$ cat src/hw/usb_root_port_pkg.sv
package usb_root_port_pkg;

  // Topology
  localparam int NUM_PORTS = 2;
  localparam int ADDR_W    = 8;
  localparam int DATA_W    = 32;
  localparam int PIN_W     = 4;
  localparam int TEST_W    = 4;
  localparam int WAKE_W    = 3;

  // Register byte offsets
  localparam logic [ADDR_W-1:0] CONFIGURED_FLAG_OFFSET = 8'h60;
  localparam logic [ADDR_W-1:0] PORT0_OFFSET           = 8'h64;
  localparam logic [ADDR_W-1:0] PORT_STRIDE            = 8'h04;

  // Port register field positions
  localparam int BIT_WAKE_LO   = 20; // Connect, disconnect, over-current
  localparam int BIT_WAKE_OC   = 22;
  localparam int BIT_WAKE_DISC = 21;
  localparam int BIT_WAKE_CONN = 20;
  localparam int BIT_TEST_LO   = 16;
  localparam int BIT_OWNER     = 13;
  localparam int BIT_POWER     = 12;
  localparam int BIT_LINE_DP   = 11;
  localparam int BIT_LINE_DM   = 10;
  localparam int BIT_RESET     = 8;
  localparam int BIT_SUSPEND   = 7;
  localparam int BIT_RESUME    = 6;
  localparam int BIT_OC_CHG    = 5;
  localparam int BIT_OC_ACT    = 4;
  localparam int BIT_EN_CHG    = 3;
  localparam int BIT_ENABLED   = 2;
  localparam int BIT_CONN_CHG  = 1;
  localparam int BIT_CONN      = 0;
  localparam int BIT_CFG_FLAG  = 0;

  // Reset values
  localparam logic [TEST_W-1:0] TEST_OFF   = 4'h0;
  localparam logic [WAKE_W-1:0] WAKE_NONE  = 3'h0;
  localparam logic              OWNER_INIT = 1'b1;

  // Pins of one port, as seen from the transceiver
  typedef struct packed {
    logic dp;
    logic dm;
    logic connect;
    logic overcurrent;
  } port_pins_t;

  // Drive and status towards the transceiver and core
  typedef struct packed {
    logic              bus_reset;
    logic              resume;
    logic              eop;
    logic              suspend;
    logic              enabled;
    logic              companion_owned;
    logic              test_active;
    logic [TEST_W-1:0] test_select;
    logic              wake;
  } port_drive_t;

  // Link state, Gray along idle-reset-active-suspend-resume-eop
  typedef enum logic [2:0] {
    LINK_IDLE    = 3'h0,
    LINK_RESET   = 3'h1,
    LINK_ACTIVE  = 3'h3,
    LINK_SUSPEND = 3'h2,
    LINK_RESUME  = 3'h6,
    LINK_EOP     = 3'h7
  } link_state_t;

endpackage : usb_root_port_pkg

$ cat src/hw/pin_sync3.sv
module pin_sync3
  import usb_root_port_pkg::*;
#(
  parameter int WIDTH = PIN_W
)
(
  // Clock and reset
  input  wire logic             pclk,
  input  wire logic             presetn,
  // Pins in, filtered levels out
  input  wire logic [WIDTH-1:0] async_in,
  output logic      [WIDTH-1:0] sync_out
);

  logic [WIDTH-1:0] stage1;
  logic [WIDTH-1:0] stage2;
  logic [WIDTH-1:0] stage3;

  // Three-stage chain; first stage feeds only the second
  always_ff @(posedge pclk or negedge presetn)
  begin
    if (!presetn)
    begin
      stage1 <= '0;
      stage2 <= '0;
      stage3 <= '0;
    end
    else
    begin
      stage1 <= async_in;
      stage2 <= stage1;
      stage3 <= stage2;
    end
  end

  // Accept a new level only once stages two and three agree
  always_ff @(posedge pclk or negedge presetn)
  begin
    if (!presetn)
      sync_out <= '0;
    else
      sync_out <= (stage2 & stage3) | (sync_out & (stage2 ^ stage3));
  end

endmodule : pin_sync3

$ cat src/hw/port_events.sv
module port_events
  import usb_root_port_pkg::*;
(
  // Clock and reset
  input  wire logic              pclk,
  input  wire logic              presetn,
  // Filtered port levels
  input  wire port_pins_t        pins,
  input  wire logic              suspended,
  input  wire logic [WAKE_W-1:0] wake_enable,
  // Events, one cycle each
  output logic                   connect_edge,
  output logic                   disconnect,
  output logic                   oc_edge,
  output logic                   j_to_k,
  output logic                   wake
);

  port_pins_t prev;

  // Previous levels for edge detection
  always_ff @(posedge pclk or negedge presetn)
  begin
    if (!presetn)
      prev <= '0;
    else
      prev <= pins;
  end

  // J is dp high dm low, K the reverse
  always_comb
  begin
    connect_edge = pins.connect ^ prev.connect;
    disconnect   = prev.connect & ~pins.connect;
    oc_edge      = pins.overcurrent ^ prev.overcurrent;
    j_to_k       = prev.dp & ~prev.dm & ~pins.dp & pins.dm;
    wake         = suspended & (
      (wake_enable[BIT_WAKE_OC - BIT_WAKE_LO] & pins.overcurrent
        & ~prev.overcurrent) |
      (wake_enable[BIT_WAKE_DISC - BIT_WAKE_LO] & disconnect) |
      (wake_enable[BIT_WAKE_CONN - BIT_WAKE_LO] & pins.connect
        & ~prev.connect));
  end

endmodule : port_events

$ cat src/hw/usb2_root_port_status_control.sv
// Function
// - Over-current wake enable bit 22 makes over-current a wake event.
// - Disconnect wake enable bit 21 makes a disconnect a wake event.
// - Connect wake enable bit 20 makes a connect a wake event.
// - Test field bits 19-16 selects test; zero means no test mode.
// - Owner bit 13 clears on configured rise, held one while unconfigured.
// - Port power bit 12 always reads one.
// - Bit 11 shows D+ level, bit 10 shows D- level.
// - Writing one to bit 8 starts bus reset; zero ends it.
// - Writing one to bit 7 suspends; writing zero does nothing.
// - Suspend clears on software resume fall or port reset set.
// - Setting force-resume bit 6 while suspended drives resume signalling.
// - J-to-K while suspended sets force-resume in hardware.
// - Clearing force-resume finishes the resume sequence.
// - Over-current change bit 5 sets on any change; write one clears.
// - Bit 4 reads one while over-current is present.
// - Enable change bit 3 sets only on EOF2 disable; write one clears.
// - Only reset-and-enable can set enable bit 2; writes cannot.
// - Enable clears on EOF2 fault, disconnect or software writing zero.
// - Connect change bit 1 sets on connect change; write one clears.
// - Bit 0 reflects current connection.
// - Reserved bits read zero.
// - Configured flag routes all ports to this controller.
// - Two identical port registers, port 1 at 68h.
module usb2_root_port_status_control
  import usb_root_port_pkg::*;
(
  // Clock and reset
  input  wire logic                        pclk,
  input  wire logic                        presetn,
  // APB slave
  input  wire logic                        psel,
  input  wire logic                        penable,
  input  wire logic                        pwrite,
  input  wire logic [ADDR_W-1:0]           paddr,
  input  wire logic [DATA_W-1:0]           pwdata,
  output logic                             pready,
  output logic      [DATA_W-1:0]           prdata,
  output logic                             pslverr,
  // Port pins, asynchronous
  input  wire port_pins_t [NUM_PORTS-1:0]  port_pins,
  // Frame timer, same clock
  input  wire logic       [NUM_PORTS-1:0]  eof2_fault,
  // Port drive and status
  output port_drive_t     [NUM_PORTS-1:0]  port_drive,
  output logic                             host_configured,
  output logic            [NUM_PORTS-1:0]  port_change
);

  // Address hit, used for every register
  function automatic logic addr_hit(input logic [ADDR_W-1:0] addr,
                                    input logic [ADDR_W-1:0] offset);
    addr_hit = (addr == offset);
  endfunction : addr_hit
  function automatic logic [ADDR_W-1:0] port_offset(input int idx);
    port_offset = PORT0_OFFSET + ADDR_W'(idx) * PORT_STRIDE;
  endfunction : port_offset
  port_pins_t [NUM_PORTS-1:0] pins_sync;
  logic                       access;
  logic                       wr;
  logic                       cfg_prev;
  logic                       cfg_rise;
  logic [DATA_W-1:0]          next_rdata;
  logic                       next_err;
  logic [DATA_W-1:0]          port_word [NUM_PORTS];
  // All pins of all ports through one filtered chain
  pin_sync3 #(
    .WIDTH (NUM_PORTS * PIN_W)
  ) u_pin_sync (
    .pclk     (pclk),
    .presetn  (presetn),
    .async_in (port_pins),
    .sync_out (pins_sync)
  );
  // Writes land at the edge that samples pready high
  assign access   = psel & penable & pready;
  assign wr       = access & pwrite;
  assign cfg_rise = host_configured & ~cfg_prev;
  // One wait state: pready rises in the second access cycle
  always_ff @(posedge pclk or negedge presetn)
  begin
    if (!presetn)
      pready <= 1'b0;
    else
      pready <= psel & penable & ~pready;
  end
  // Read data and error captured with pready
  always_ff @(posedge pclk or negedge presetn)
  begin
    if (!presetn)
    begin
      prdata  <= '0;
      pslverr <= 1'b0;
    end
    else if (psel & penable & ~pready)
    begin
      prdata  <= pwrite ? '0 : next_rdata;
      pslverr <= next_err;
    end
  end
  // Read mux; unmapped addresses answer with an error and zero
  always_comb
  begin
    next_rdata = '0;
    next_err   = 1'b1;
    if (addr_hit(paddr, CONFIGURED_FLAG_OFFSET))
    begin
      next_rdata[BIT_CFG_FLAG] = host_configured;
      next_err                 = 1'b0;
    end
    for (int k = 0; k < NUM_PORTS; k++)
    begin
      if (addr_hit(paddr, port_offset(k)))
      begin
        next_rdata = port_word[k];
        next_err   = 1'b0;
      end
    end
  end
  // Configured flag; reset leaves all ports with the companion
  always_ff @(posedge pclk or negedge presetn)
  begin
    if (!presetn)
    begin
      host_configured <= 1'b0;
      cfg_prev        <= 1'b0;
    end
    else
    begin
      if (wr && addr_hit(paddr, CONFIGURED_FLAG_OFFSET))
        host_configured <= pwdata[BIT_CFG_FLAG];
      cfg_prev <= host_configured;
    end
  end

  for (genvar i = 0; i < NUM_PORTS; i++)
  begin : g_port
    logic              port_wr;
    logic [WAKE_W-1:0] wake_enable;
    logic [TEST_W-1:0] test_control;
    logic              owner;
    logic              reset_bit;
    logic              suspend_bit;
    logic              resume_bit;
    logic              oc_change;
    logic              enable_change;
    logic              enabled;
    logic              connect_change;
    logic              connect_edge;
    logic              disconnect;
    logic              oc_edge;
    logic              j_to_k;
    logic              wake;
    logic              hw_resume;
    logic              sw_resume_fall;
    logic              reset_start;
    logic              reset_end;
    logic              eof2_disable;
    link_state_t       state;
    link_state_t       next_state;
    port_drive_t       drive;
    assign port_wr        = wr && addr_hit(paddr, port_offset(i));
    assign hw_resume      = j_to_k & suspend_bit;
    assign sw_resume_fall = port_wr & resume_bit & ~pwdata[BIT_RESUME]
                            & ~hw_resume;
    assign reset_start    = port_wr & pwdata[BIT_RESET];
    assign reset_end      = port_wr & reset_bit & ~pwdata[BIT_RESET];
    assign eof2_disable   = eof2_fault[i] & enabled;
    port_events u_events (
      .pclk         (pclk),
      .presetn      (presetn),
      .pins         (pins_sync[i]),
      .suspended    (suspend_bit),
      .wake_enable  (wake_enable),
      .connect_edge (connect_edge),
      .disconnect   (disconnect),
      .oc_edge      (oc_edge),
      .j_to_k       (j_to_k),
      .wake         (wake)
    );
    // Plain read/write control fields
    always_ff @(posedge pclk or negedge presetn)
    begin
      if (!presetn)
      begin
        wake_enable  <= WAKE_NONE;
        test_control <= TEST_OFF;
      end
      else if (port_wr)
      begin
        wake_enable  <= pwdata[BIT_WAKE_LO +: WAKE_W];
        test_control <= pwdata[BIT_TEST_LO +: TEST_W];
      end
    end
    // Ownership follows the configured flag before any write
    always_ff @(posedge pclk or negedge presetn)
    begin
      if (!presetn)
        owner <= OWNER_INIT;
      else if (!host_configured)
        owner <= 1'b1;
      else if (cfg_rise)
        owner <= 1'b0;
      else if (port_wr)
        owner <= pwdata[BIT_OWNER];
    end
    // Port reset is timed entirely by software
    always_ff @(posedge pclk or negedge presetn)
    begin
      if (!presetn)
        reset_bit <= 1'b0;
      else if (port_wr)
        reset_bit <= pwdata[BIT_RESET];
    end
    // Suspend: write one sets, write zero ignored
    always_ff @(posedge pclk or negedge presetn)
    begin
      if (!presetn)
        suspend_bit <= 1'b0;
      else if (sw_resume_fall || reset_start)
        suspend_bit <= 1'b0;
      else if (port_wr && pwdata[BIT_SUSPEND])
        suspend_bit <= 1'b1;
    end
    // Force resume; a remote wake beats a software clear
    always_ff @(posedge pclk or negedge presetn)
    begin
      if (!presetn)
        resume_bit <= 1'b0;
      else if (hw_resume)
        resume_bit <= 1'b1;
      else if (port_wr)
        resume_bit <= pwdata[BIT_RESUME];
    end
    // Enable: only the reset-and-enable path may set it
    always_ff @(posedge pclk or negedge presetn)
    begin
      if (!presetn)
        enabled <= 1'b0;
      else if (eof2_disable || disconnect)
        enabled <= 1'b0;
      else if (port_wr && !pwdata[BIT_ENABLED])
        enabled <= 1'b0;
      else if (reset_end && pins_sync[i].connect)
        enabled <= 1'b1;
    end
    // Change flags; a new event wins over a write-one clear
    always_ff @(posedge pclk or negedge presetn)
    begin
      if (!presetn)
      begin
        oc_change      <= 1'b0;
        enable_change  <= 1'b0;
        connect_change <= 1'b0;
      end
      else
      begin
        if (oc_edge)
          oc_change <= 1'b1;
        else if (port_wr && pwdata[BIT_OC_CHG])
          oc_change <= 1'b0;
        if (eof2_disable)
          enable_change <= 1'b1;
        else if (port_wr && pwdata[BIT_EN_CHG])
          enable_change <= 1'b0;
        if (connect_edge)
          connect_change <= 1'b1;
        else if (port_wr && pwdata[BIT_CONN_CHG])
          connect_change <= 1'b0;
      end
    end
    // Link sequencing from the control bits
    always_comb
    begin
      next_state = state;
      case (state)
        LINK_IDLE:
          if (reset_bit)
            next_state = LINK_RESET;
        LINK_RESET:
          if (!reset_bit)
            next_state = enabled ? LINK_ACTIVE : LINK_IDLE;
        LINK_ACTIVE:
          if (reset_bit)
            next_state = LINK_RESET;
          else if (!enabled)
            next_state = LINK_IDLE;
          else if (suspend_bit)
            next_state = LINK_SUSPEND;
        LINK_SUSPEND:
          if (reset_bit)
            next_state = LINK_RESET;
          else if (resume_bit)
            next_state = LINK_RESUME;
          else if (!enabled)
            next_state = LINK_IDLE;
        LINK_RESUME:
          if (reset_bit)
            next_state = LINK_RESET;
          else if (!resume_bit)
            next_state = LINK_EOP;
        LINK_EOP:
          next_state = LINK_ACTIVE;
        default:
          next_state = LINK_IDLE;
      endcase
    end
    // State register, idle after reset
    always_ff @(posedge pclk or negedge presetn)
    begin
      if (!presetn)
        state <= LINK_IDLE;
      else
        state <= next_state;
    end

    // Drive outputs registered; link signals decoded from the next state
    always_ff @(posedge pclk or negedge presetn)
    begin
      if (!presetn)
        drive <= '0;
      else
      begin
        drive.bus_reset       <= (next_state == LINK_RESET);
        drive.resume          <= (next_state == LINK_RESUME);
        drive.eop             <= (next_state == LINK_EOP);
        drive.suspend         <= (next_state == LINK_SUSPEND);
        drive.enabled         <= enabled;
        drive.companion_owned <= owner;
        drive.test_active     <= (test_control != TEST_OFF);
        drive.test_select     <= test_control;
        drive.wake            <= wake;
      end
    end
    // Change summary stays up until every flag is cleared
    always_ff @(posedge pclk or negedge presetn)
    begin
      if (!presetn)
        port_change[i] <= 1'b0;
      else
        port_change[i] <= oc_change | enable_change | connect_change;
    end
    // Register image; reserved bits stay zero
    always_comb
    begin
      port_word[i]                        = '0;
      port_word[i][BIT_WAKE_LO +: WAKE_W] = wake_enable;
      port_word[i][BIT_TEST_LO +: TEST_W] = test_control;
      port_word[i][BIT_OWNER]             = owner;
      port_word[i][BIT_POWER]             = 1'b1;
      port_word[i][BIT_LINE_DP]           = pins_sync[i].dp;
      port_word[i][BIT_LINE_DM]           = pins_sync[i].dm;
      port_word[i][BIT_RESET]             = reset_bit;
      port_word[i][BIT_SUSPEND]           = suspend_bit;
      port_word[i][BIT_RESUME]            = resume_bit;
      port_word[i][BIT_OC_CHG]            = oc_change;
      port_word[i][BIT_OC_ACT]            = pins_sync[i].overcurrent;
      port_word[i][BIT_EN_CHG]            = enable_change;
      port_word[i][BIT_ENABLED]           = enabled;
      port_word[i][BIT_CONN_CHG]          = connect_change;
      port_word[i][BIT_CONN]              = pins_sync[i].connect;
    end

    assign port_drive[i] = drive;
  end

endmodule : usb2_root_port_status_control

$ cat config.mk
export PLATFORM = sky130hd
export DESIGN_NAME = usb2_root_port_status_control
export DESIGN_NICKNAME = d
export VERILOG_FILES = /design/src/hw/usb_root_port_pkg.sv /design/src/hw/pin_sync3.sv /design/src/hw/port_events.sv /design/src/hw/usb2_root_port_status_control.sv
export SDC_FILE = /design/constraint.sdc
export NUM_CORES = 1
export LEC_CHECK = 0
export BUFFER_PORTS_ARGS = -buffer_cell sky130_fd_sc_hd__buf_4
export CAP_MARGIN = 10
export CORE_UTILIZATION = 29
export CTS_BUF_LIST = sky130_fd_sc_hd__clkbuf_4
export CTS_CLUSTER_DIAMETER = 100
export DETAILED_ROUTE_END_ITERATION = 10
export PLACE_DENSITY = 0.53
export RECOVER_POWER = 25
export SYNTH_ARGS = -nofsm -noshare
export SYNTH_HDL_FRONTEND = slang
export SYNTH_HIERARCHICAL = 1
export SYNTH_SLANG_ARGS = --single-unit
$ cat constraint.sdc
create_clock -name pclk -period 1.75 [get_ports pclk]
set_input_delay 0.0875 -clock pclk [delete_from_list [all_inputs] [get_ports pclk]]
set_output_delay 0.0875 -clock pclk [all_outputs]
set_load 0.1 [all_outputs]
# Yosys cells after proc, flatten, opt, wreduce, memory -nomap -nowiden
# Cells that the tools add are included.
[op_classes] eq_ne=23 mux=63 bitwise_logic=73 n_reduce_logical=36
[ops] operator="3-bit two-way mux" count=20
[ops] operator="23-bit two-way mux" count=2
[ops] operator="1-bit bitwise AND" count=41
[ops] operator="1-bit two-way mux" count=36
[ops] operator="3-bit case mux with 6 select lines" count=2
[ops] operator="32-bit two-way mux" count=1
[ops] operator="3-bit == test, second input constant" count=8
[ops] operator="8-bit by 7-bit == test with 1-bit output, second input constant" count=3
[ops] operator="2-bit nonzero test" count=10
[ops] operator="3-bit by 2-bit == test with 1-bit output, second input constant" count=6
[ops] operator="8-bit bitwise AND" count=2
[ops] operator="1-bit NOT" count=16
[ops] operator="1-bit logical AND" count=15
[ops] operator="3-bit by 1-bit == test with 1-bit output, second input constant" count=4
[ops] operator="1-bit OR" count=8
[ops] operator="8-bit OR" count=1
[ops] operator="4-bit nonzero test" count=2
[ops] operator="8-bit bitwise XOR" count=1
[ops] operator="3-bit zero test" count=2
[ops] operator="3-bit by 1-bit inequality test with 1-bit output, second input constant" count=2
[ops] operator="3-bit nonzero test" count=2
[ops] operator="1-bit logical OR" count=4
[ops] operator="2-bit two-way mux" count=2
[ops] operator="1-bit bitwise XOR" count=4
[ops] operator="1-bit zero test" count=1
[word_totals] reg_bits=138 input_bits=55 out_inout_bits=61 wordCells=254

# Logic depth before layout (Yosys ltp)
# Gate-level depths: netlist (run 1).
[depth] word_depth=10 ltp_mapped=7 depth_no_buf=5

# Hierarchy
# The synthesis (run 1) kept the hierarchy.
[by_module_without_submodules] mod="usb2_root_port_status_control" instances=1 cells_each=314 area_each_um2=3493.4
[by_module_without_submodules] mod="pin_sync3" instances=1 cells_each=48 area_each_um2=960.9
[by_module_without_submodules] mod="port_events" instances=2 cells_each=13 area_each_um2=168.9

# Least setup slack after synthesis (run 1)
# No wires, ideal clock.
[synth_path] kind="flip-flop to flip-flop" from="reg pready" to="reg g_port[1].oc_change" setup_ns=0.118 t_arrival_ns=2.032 required_time_ns=1.632 setup_slack_ns=-0.400 stages_incl_launch_ff=8 path_buffers=3 cell_sequence="dfrtp_1 and4_1 buf_2 and4_1 buf_2 buf_4 nand2_1 a21o_1"
[synth_between] elab_chain_len=5
[synth_lines] element="start: declaration" line="usb2_root_port_status_control.sv:37" text="output logic pready,"
[synth_lines] element="start signal: assignment" line="usb2_root_port_status_control.sv:85" text="pready <= psel & penable & ~pready;"
[synth_lines] element="1-bit bitwise AND" line="usb2_root_port_status_control.sv:76" text="assign access = psel & penable & pready;"
[synth_lines] element="1-bit bitwise AND" line="usb2_root_port_status_control.sv:77" text="assign wr = access & pwrite;"
[synth_lines] element="1-bit logical AND" line="usb2_root_port_status_control.sv:162" text="assign port_wr = wr && addr_hit(paddr, port_offset(i));"
[synth_lines] element="1-bit logical AND" line="usb2_root_port_status_control.sv:260" text="else if (port_wr && pwdata[BIT_OC_CHG])"
[synth_lines] element="2-bit nonzero test (no source line)"
[synth_lines] element="end signal: assignment" line="usb2_root_port_status_control.sv:252" text="oc_change <= 1'b0;"
[synth_lines] element="end signal: assignment" line="usb2_root_port_status_control.sv:259" text="oc_change <= 1'b1;"
[synth_lines] element="end signal: assignment" line="usb2_root_port_status_control.sv:261" text="oc_change <= 1'b0;"
[synth_lines] element="end: declaration" line="usb2_root_port_status_control.sv:145" text="logic oc_change;"
# Every way passes these cells.
# A chain may end at the register's enable or synchronous reset.

# Final worst setup path (run 1)
[layout_path] from="in paddr[7]" to="reg prdata[0]"
[layout_between] elab_chain_len=5 elab_cells_between_ends=7
[layout_lines] element="start: declaration" line="usb2_root_port_status_control.sv:35" text="input wire logic [ADDR_W-1:0] paddr,"
[layout_lines] element="8-bit by 7-bit == test with 1-bit output" line="usb2_root_port_status_control.sv:53" text="addr_hit = (addr == offset);"
[layout_lines] element="1-bit two-way mux" line="usb2_root_port_status_control.sv:106" text="if (addr_hit(paddr, CONFIGURED_FLAG_OFFSET))"
[layout_lines] element="23-bit two-way mux" line="usb2_root_port_status_control.sv:113" text="if (addr_hit(paddr, port_offset(k)))"
[layout_lines] element="23-bit two-way mux (*)" line="usb2_root_port_status_control.sv:113"
[layout_lines] element="32-bit two-way mux (*)" line="usb2_root_port_status_control.sv:97" text="prdata <= pwrite ? '0 : next_rdata;"
[layout_lines] element="end signal: assignment" line="usb2_root_port_status_control.sv:97"
[layout_lines] element="end: declaration" line="usb2_root_port_status_control.sv:38" text="output logic [DATA_W-1:0] prdata,"
# Mark *: on every way between the ends. The rest lies on a longest branch, timed or not.

==> impl_metrics.tcl, run 1 <==
set metrics [dict create \
    cp_slowest_cell "dlygate4sd3_1" \
    clkTransAtPathRegs_ns 0.10 \
    cts.path.max_buffers 2 \
    cap_viol_max_count 0 \
    ys_async_sr_fraction_pct 100 \
    min_period_over_period_pct 95.4 \
    comb_power_share_pct 9.1 \
    maxSlewHeadroom_pct 24.0 \
    dr.pass1.iters 4 \
    ys_top_cells_by_area "dfrtp_1, nand2_1, a22oi_1" \
    cts_made_buffers 17 \
    dp_hpwl_microns 7700 \
    postPlaceCellArea_sq_um 5740 \
    crit_type "primary input to flop" \
    coreArea_sq_um 16000 \
    yosysWarnings 6 \
    syn_inst 388 \
    crit_required_ns 2.19 \
    vias 3385 \
    gp_congestion 0.749 \
    diodes 0 \
    dieWidth_microns 131 \
    setup_viol 0 \
    antenna_found_initial 0 \
    hp-class "primary input to flop" \
    synth_cell_types 50 \
    cp.arrival_ns 2.11 \
    seqPwrFrac_pct 56.5 \
    clock-sinks 126 \
    p_per_area_nw_per_um2 862 \
    num-nets-final 593 \
    min_from "psel" \
    syn_to_final_growth_pct 32.5 \
    reg2reg_from "pready" \
    drc 0 \
    final_util_pct 39.7 \
    fin_area_sq_um 6350 \
    clockRootBuffer "clkbuf_4" \
    synth-seq-cells 126 \
    startpoint "paddr[7]" \
    p_sw_uw 1450 \
    fillCellCount 1602 \
    p_leak_uw 0.00309 \
    htreeDepth 4 \
    viasPerCell 4.47 \
    holdWs_ns 0.0963 \
    drv_slew 0 \
    synth_edf_count 0 \
    pin_count 116 \
    drive_gt1_share_pct 26.4 \
    cts_tree "yes" \
    start_util_pct 29.9 \
    critPathLaunchType "primary input" \
    netlist_area_sq_um 4790 \
    grt.overflow.total 0 \
    port_buffers 87 \
    detail-route-antenna-nets 0 \
    hold_violations 0 \
    critPathMaxStageDelay_ns 0.55 \
    worst-path-buf-inv 4 \
    die_h_microns 131 \
    layout_min_cycle_time_ns 1.67 \
    clkPwrFrac_pct 34.4 \
    wire_per_inst_microns 14.8 \
    synth.avg_cell_area_sq_um 12.4 \
    yosysMostFrequentCell "dfrtp_1" \
    cp_max_fo 6 \
    worst-slew-pin-transition_ns 1.14 \
    fmax_mhz 599 \
    grt_use_total_pct 14.5 \
    skew_ns 0.00979 \
    path_cells "dlygate4sd3_1, buf_4, nor4bb_2, buf_4, dlygate4sd3_1, nand2b_1, o31ai_1" \
    status "finished clean" \
    synth_top_cell_by_area "dfrtp_1" \
    synth_top_area_share_pct 64.8 \
    grt_start_max_net_pins 84 \
    grt_pass1_wl_microns 18300 \
    synth_top_cells_by_count "dfrtp_1, nand2_1, a22oi_1, o21ai_1, inv_1" \
    ir_worst_vdd_mv 0.341 \
    endpoint_kind "flop" \
    p_int_uw 4020 \
    clk_latency_ns 0.53 \
    grt_pass1_vias 3534 \
    cp_top_family "buffers and inverters" \
    rows 46 \
    drt-initial-drc-count 160 \
    fp.dieArea_sq_um 17000 \
    ys.flop_type "dfrtp_1" \
    yosysSeqAreaShare_pct 65.8 \
    rsz0062_at_grt "no" \
    wl_microns 11200 \
    swShare_pct 26.6 \
]
[power by group through the flow]
stage	clock, uW	sequential, uW	combinational (uW)
2_1_floorplan	0	3150	245
3_3_place_gp	0	3140	439
3_5_place_dp	0	3150	446
4_1_cts	1970	3090	510
5_1_grt	2100	3110	548
6_report	1880	3090	499
[cell families after synthesis]
group                    share of synthesized area [%]
multiplexers                                      2.98
flip-flops                                        65.8
other                                           0.0783
XOR/XNOR                                         0.366
AND/OR/NAND/NOR                                   13.3
AO/OA/AOI/OAI                                     10.3
buffers and inverters                             4.44
adder cells (fa/ha/maj)                           2.61
[cell type report]
class / instances / area (sq um) / share of cell area (%)
timing repair buffer: 136 / 1130 / 17.8
clock buffer: 18 / 135 / 2.13
clock inverter: 14 / 126 / 1.99
multi-input combinational: 232 / 1470 / 23.2
tap: 216 / 270 / 4.26
inverter: 15 / 56.3 / 0.887
sequential: 126 / 3160 / 49.8
[metal layers]
metal  track usage, %  wire (microns)
met3             3.75             537
met4             7.37             267
met2             23.0            5340
met5                0               0
met1             18.3            5040
[worst reg2reg max path: cells and delay by family, from the launching register on]
kind | cells | cell delay [ns]
AOI/OAI and AO/OA | 1 | 0.17
buffers and inverters | 1 | 0.19
DFF | 1 | 0.42
and+or+nand+nor | 3 | 0.75
[state kept, by name (all words and copies together), names as in the netlist, 8 cells and up]
name and cells:
port_drive 24, prdata 20, u_pin_sync/stage3 8, u_pin_sync/stage2 8
u_pin_sync/stage1 8, g_port.u_events/prev 8, u_pin_sync/sync_out 8, g_port.test_control 8
[final timing paths]
| kind | endpoint | slack, ns | depth (start not counted) |
|---|---|---|---|
| setup / recovery | prdata[0] | 0.08 | 7 |
| hold / removal | pready | 0.1 | 4 |
| setup reg to reg | g_port[1].enable_change | 0.13 | 5 |
| hold reg to reg | u_pin_sync/stage2[0] | 0.36 | 0 |
| max in group asynchronous | pready | 0.43 | 3 |
| min in group asynchronous | u_pin_sync/stage3[1] | 0.19 | 3 |
[per-stage QoR]
| step | power, uW | instances | TNS, ns | worst slack (ns) |
|---|---|---|---|---|
| final | 5470 | 757 | 0 | 0.0805 |
| after detailed placement | 3590 | 689 | 0 | 0.143 |
| after floorplan | 3390 | 399 | -0.0126 | -0.0126 |
| after CTS | 5570 | 755 | 0 | 0.0510 |
| after global placement | 3580 | 689 | 0 | 0.163 |
| after global routing | 5760 | 757 | 0 | 0.0145 |
[placed cells by master (no fill, tap or decap), drive strengths merged, types with 3 or more instances in the layout]
cell type and instances:
dfrtp 124, and3 4, ha 10, conb 12
clkbuf 28, a21o 13, mux2i 3, buf 92
nor2 9, a21oi 5, clkinv 9, nand3 10
inv 15, nand4b 5, mux2 10, nand2b 8
dlygate4sd3 34, nand2 57, a22oi 18, or3 5
clkinvlp 3, and2 4, o21ai 24
[what timing repair did]
item,4_1_cts,5_1_grt
hold buffers,34,0
resized for setup,0,1
endpoints found under the hold margin,167,0
setup endpoints to repair,0,1
buffers inserted,0,2
Note: power is estimated with default switching activity, not from simulation.
==> run 2, diff against run 1 <==
- CELL_PAD_IN_SITES_DETAIL_PLACEMENT: not set -> 0
- CELL_PAD_IN_SITES_GLOBAL_PLACEMENT: not set -> 1
- PLACE_DENSITY: 0.53 -> 0.62
==> run 2 against run 1 <==
  * Sequential power barely moved
  * Total power is 1.7% higher
  * Non-clock buffer count up 3
  * First-iteration DRC count fell by 15%
  * Highest routed layer unchanged
  * Count of clock-buffer cells in the layout grew 1
  * Final area grew 0.65%
  * Hold slack worse by 0.0024 ns
  * Register-to-register slack better by 0.06 ns
  * Setup slack got worse by 0.0050 ns
  * Die area is the same
==> impl_metrics.tcl, run 2 (synthesis gave the netlist of run 1 again) <==
set metrics [dict create \
    layout_min_cycle_time_ns 1.67 \
    maxSlewHeadroom_pct 32.3 \
    wl_microns 11200 \
    pin_count 116 \
    crit_type "primary input to flop" \
    path_cells "dlygate4sd3_1, buf_4, nor4bb_2, buf_4, dlygate4sd3_1, nand2b_1, o31ai_1" \
    drv_slew 0 \
    place_ws_ns 0.177 \
    viasPerCell 4.49 \
    cts_tree "yes" \
    gp_congestion 0.749 \
    seqCellArea_sq_um 3160 \
    startpoint "paddr[4]" \
    critPathLaunchType "primary input" \
    drc 0 \
    rows 46 \
    dieWidth_microns 131 \
    clkTransAtPathRegs_ns 0.10 \
    hold_violations 0 \
    drive_gt1_share_pct 26.2 \
    multi_input_area_sq_um 1470 \
    cp.arrival_ns 2.10 \
    min_from "paddr[7]" \
    num-nets-final 596 \
    cap_viol_max_count 0 \
    htreeDepth 4 \
    dr.pass1.iters 4 \
    final_common_cell "dfrtp_1" \
    critPathMaxStageDelay_ns 0.56 \
    layout_common_cells "dfrtp_1, buf_4, nand2_1" \
    grt_pass1_vias 3527 \
    ir_worst_vdd_mv 0.368 \
    start_util_pct 29.9 \
    largest_reg_flops 24 \
    vias 3402 \
    p_leak_uw 0.00313 \
    cp_max_fo 9 \
    grt_start_max_net_pins 42 \
    die_h_microns 131 \
    endpoint_kind "flop" \
    fillCellCount 1584 \
    p_per_area_nw_per_um2 871 \
    cts.path.max_buffers 2 \
    worst-slew-pin-transition_ns 1.02 \
    clockRootBuffer "clkbuf_4" \
    post_cts_buffers 0 \
    reg2reg_from "pready" \
    setup_ws_ns 0.0755 \
    cts_made_buffers 17 \
    syn_to_final_growth_pct 33.4 \
    port_buffers 87 \
    dp_hpwl_microns 7930 \
    coreArea_sq_um 16000 \
    placed_cells 692 \
    detail-route-antenna-nets 0 \
    antenna_found_initial 0 \
    setup_viol 0 \
    crit_required_ns 2.17 \
    cp_slowest_cell "dlygate4sd3_1" \
    grt.overflow.total 0 \
    drt-initial-drc-count 136 \
    clk_latency_ns 0.53 \
    clock-sinks 126 \
    status "finished clean" \
    grt_pass1_wl_microns 18400 \
    rsz0062_at_grt "no" \
    fmax_mhz 597 \
    stdcell_count 758 \
    wire_per_inst_microns 14.8 \
    fp.dieArea_sq_um 17000 \
    diodes 0 \
    holdWs_ns 0.0939 \
    min_period_over_period_pct 95.7 \
    setup_tns_ns 0 \
    skew_ns 0.0176 \
    hp-class "primary input to flop" \
    grt_use_total_pct 14.6 \
]
-- run 2: critical path: cells and delay by family --
family	cells	cell delay, ns
AOI/OAI and AO/OA	1	0.24
buffers and inverters	4	1.42
and+or+nand+nor	2	0.34
-- run 2: metal layers --
metal  vias to the layer above  part of all wire [%]  global-route usage (%)
li1                       1621                     -                       -
met1                      1687                    45                    18.1
met2                        80                    48                    23.0
met3                        14                   5.1                    5.25
met4                         0                   1.4                    5.95
met5                         -                     0                       0
-- run 2: repair_timing --
action,4_1_cts,5_1_grt
resized for setup,0,1
endpoints found under the hold margin,168,0
hold buffers,36,0
endpoints found under the setup margin,0,1
-- run 2: path summary, 6_finish.rpt --
check / end / slack, ns / cells past startpoint
worst min-delay path: pslverr / 0.09 / 5
worst min register to register: u_pin_sync/stage2[3] / 0.36 / 0
worst max register to register: g_port[0].enabled / 0.19 / 4
min in group asynchronous: g_port[0].owner / 0.10 / 2
max in group asynchronous: port_drive[4] / 0.49 / 3
worst max-delay path: prdata[0] / 0.08 / 7
-- run 2: cell type report --
| class | instances | share of cell area (%) |
|---|---|---|
| Clock buffer | 19 | 2.23 |
| Inverter | 15 | 0.881 |
| Clock inverter | 11 | 1.96 |
| Sequential cell | 126 | 49.4 |
| Multi-Input combinational cell | 232 | 23.0 |
| Timing Repair Buffer | 139 | 18.2 |
| Tap cell | 216 | 4.23 |
-- run 2: metrics by stage --
stage	cell area [sq um]	utilization [%]	total power, uW
after floorplan	4840	-	3390
after global placement	5790	36.2	3590
after detailed placement	5790	36.2	3600
after CTS	6410	40.1	5680
after global routing	6390	39.9	5860
final	6390	39.9	5570
-- run 2: power breakdown --
| part | internal (uW) | switching [uW] | total [uW] |
|---|---|---|---|
| clock network | 978 | 995 | 1970 |
| registers | 3000 | 90.4 | 3090 |
| logic | 188 | 315 | 503 |
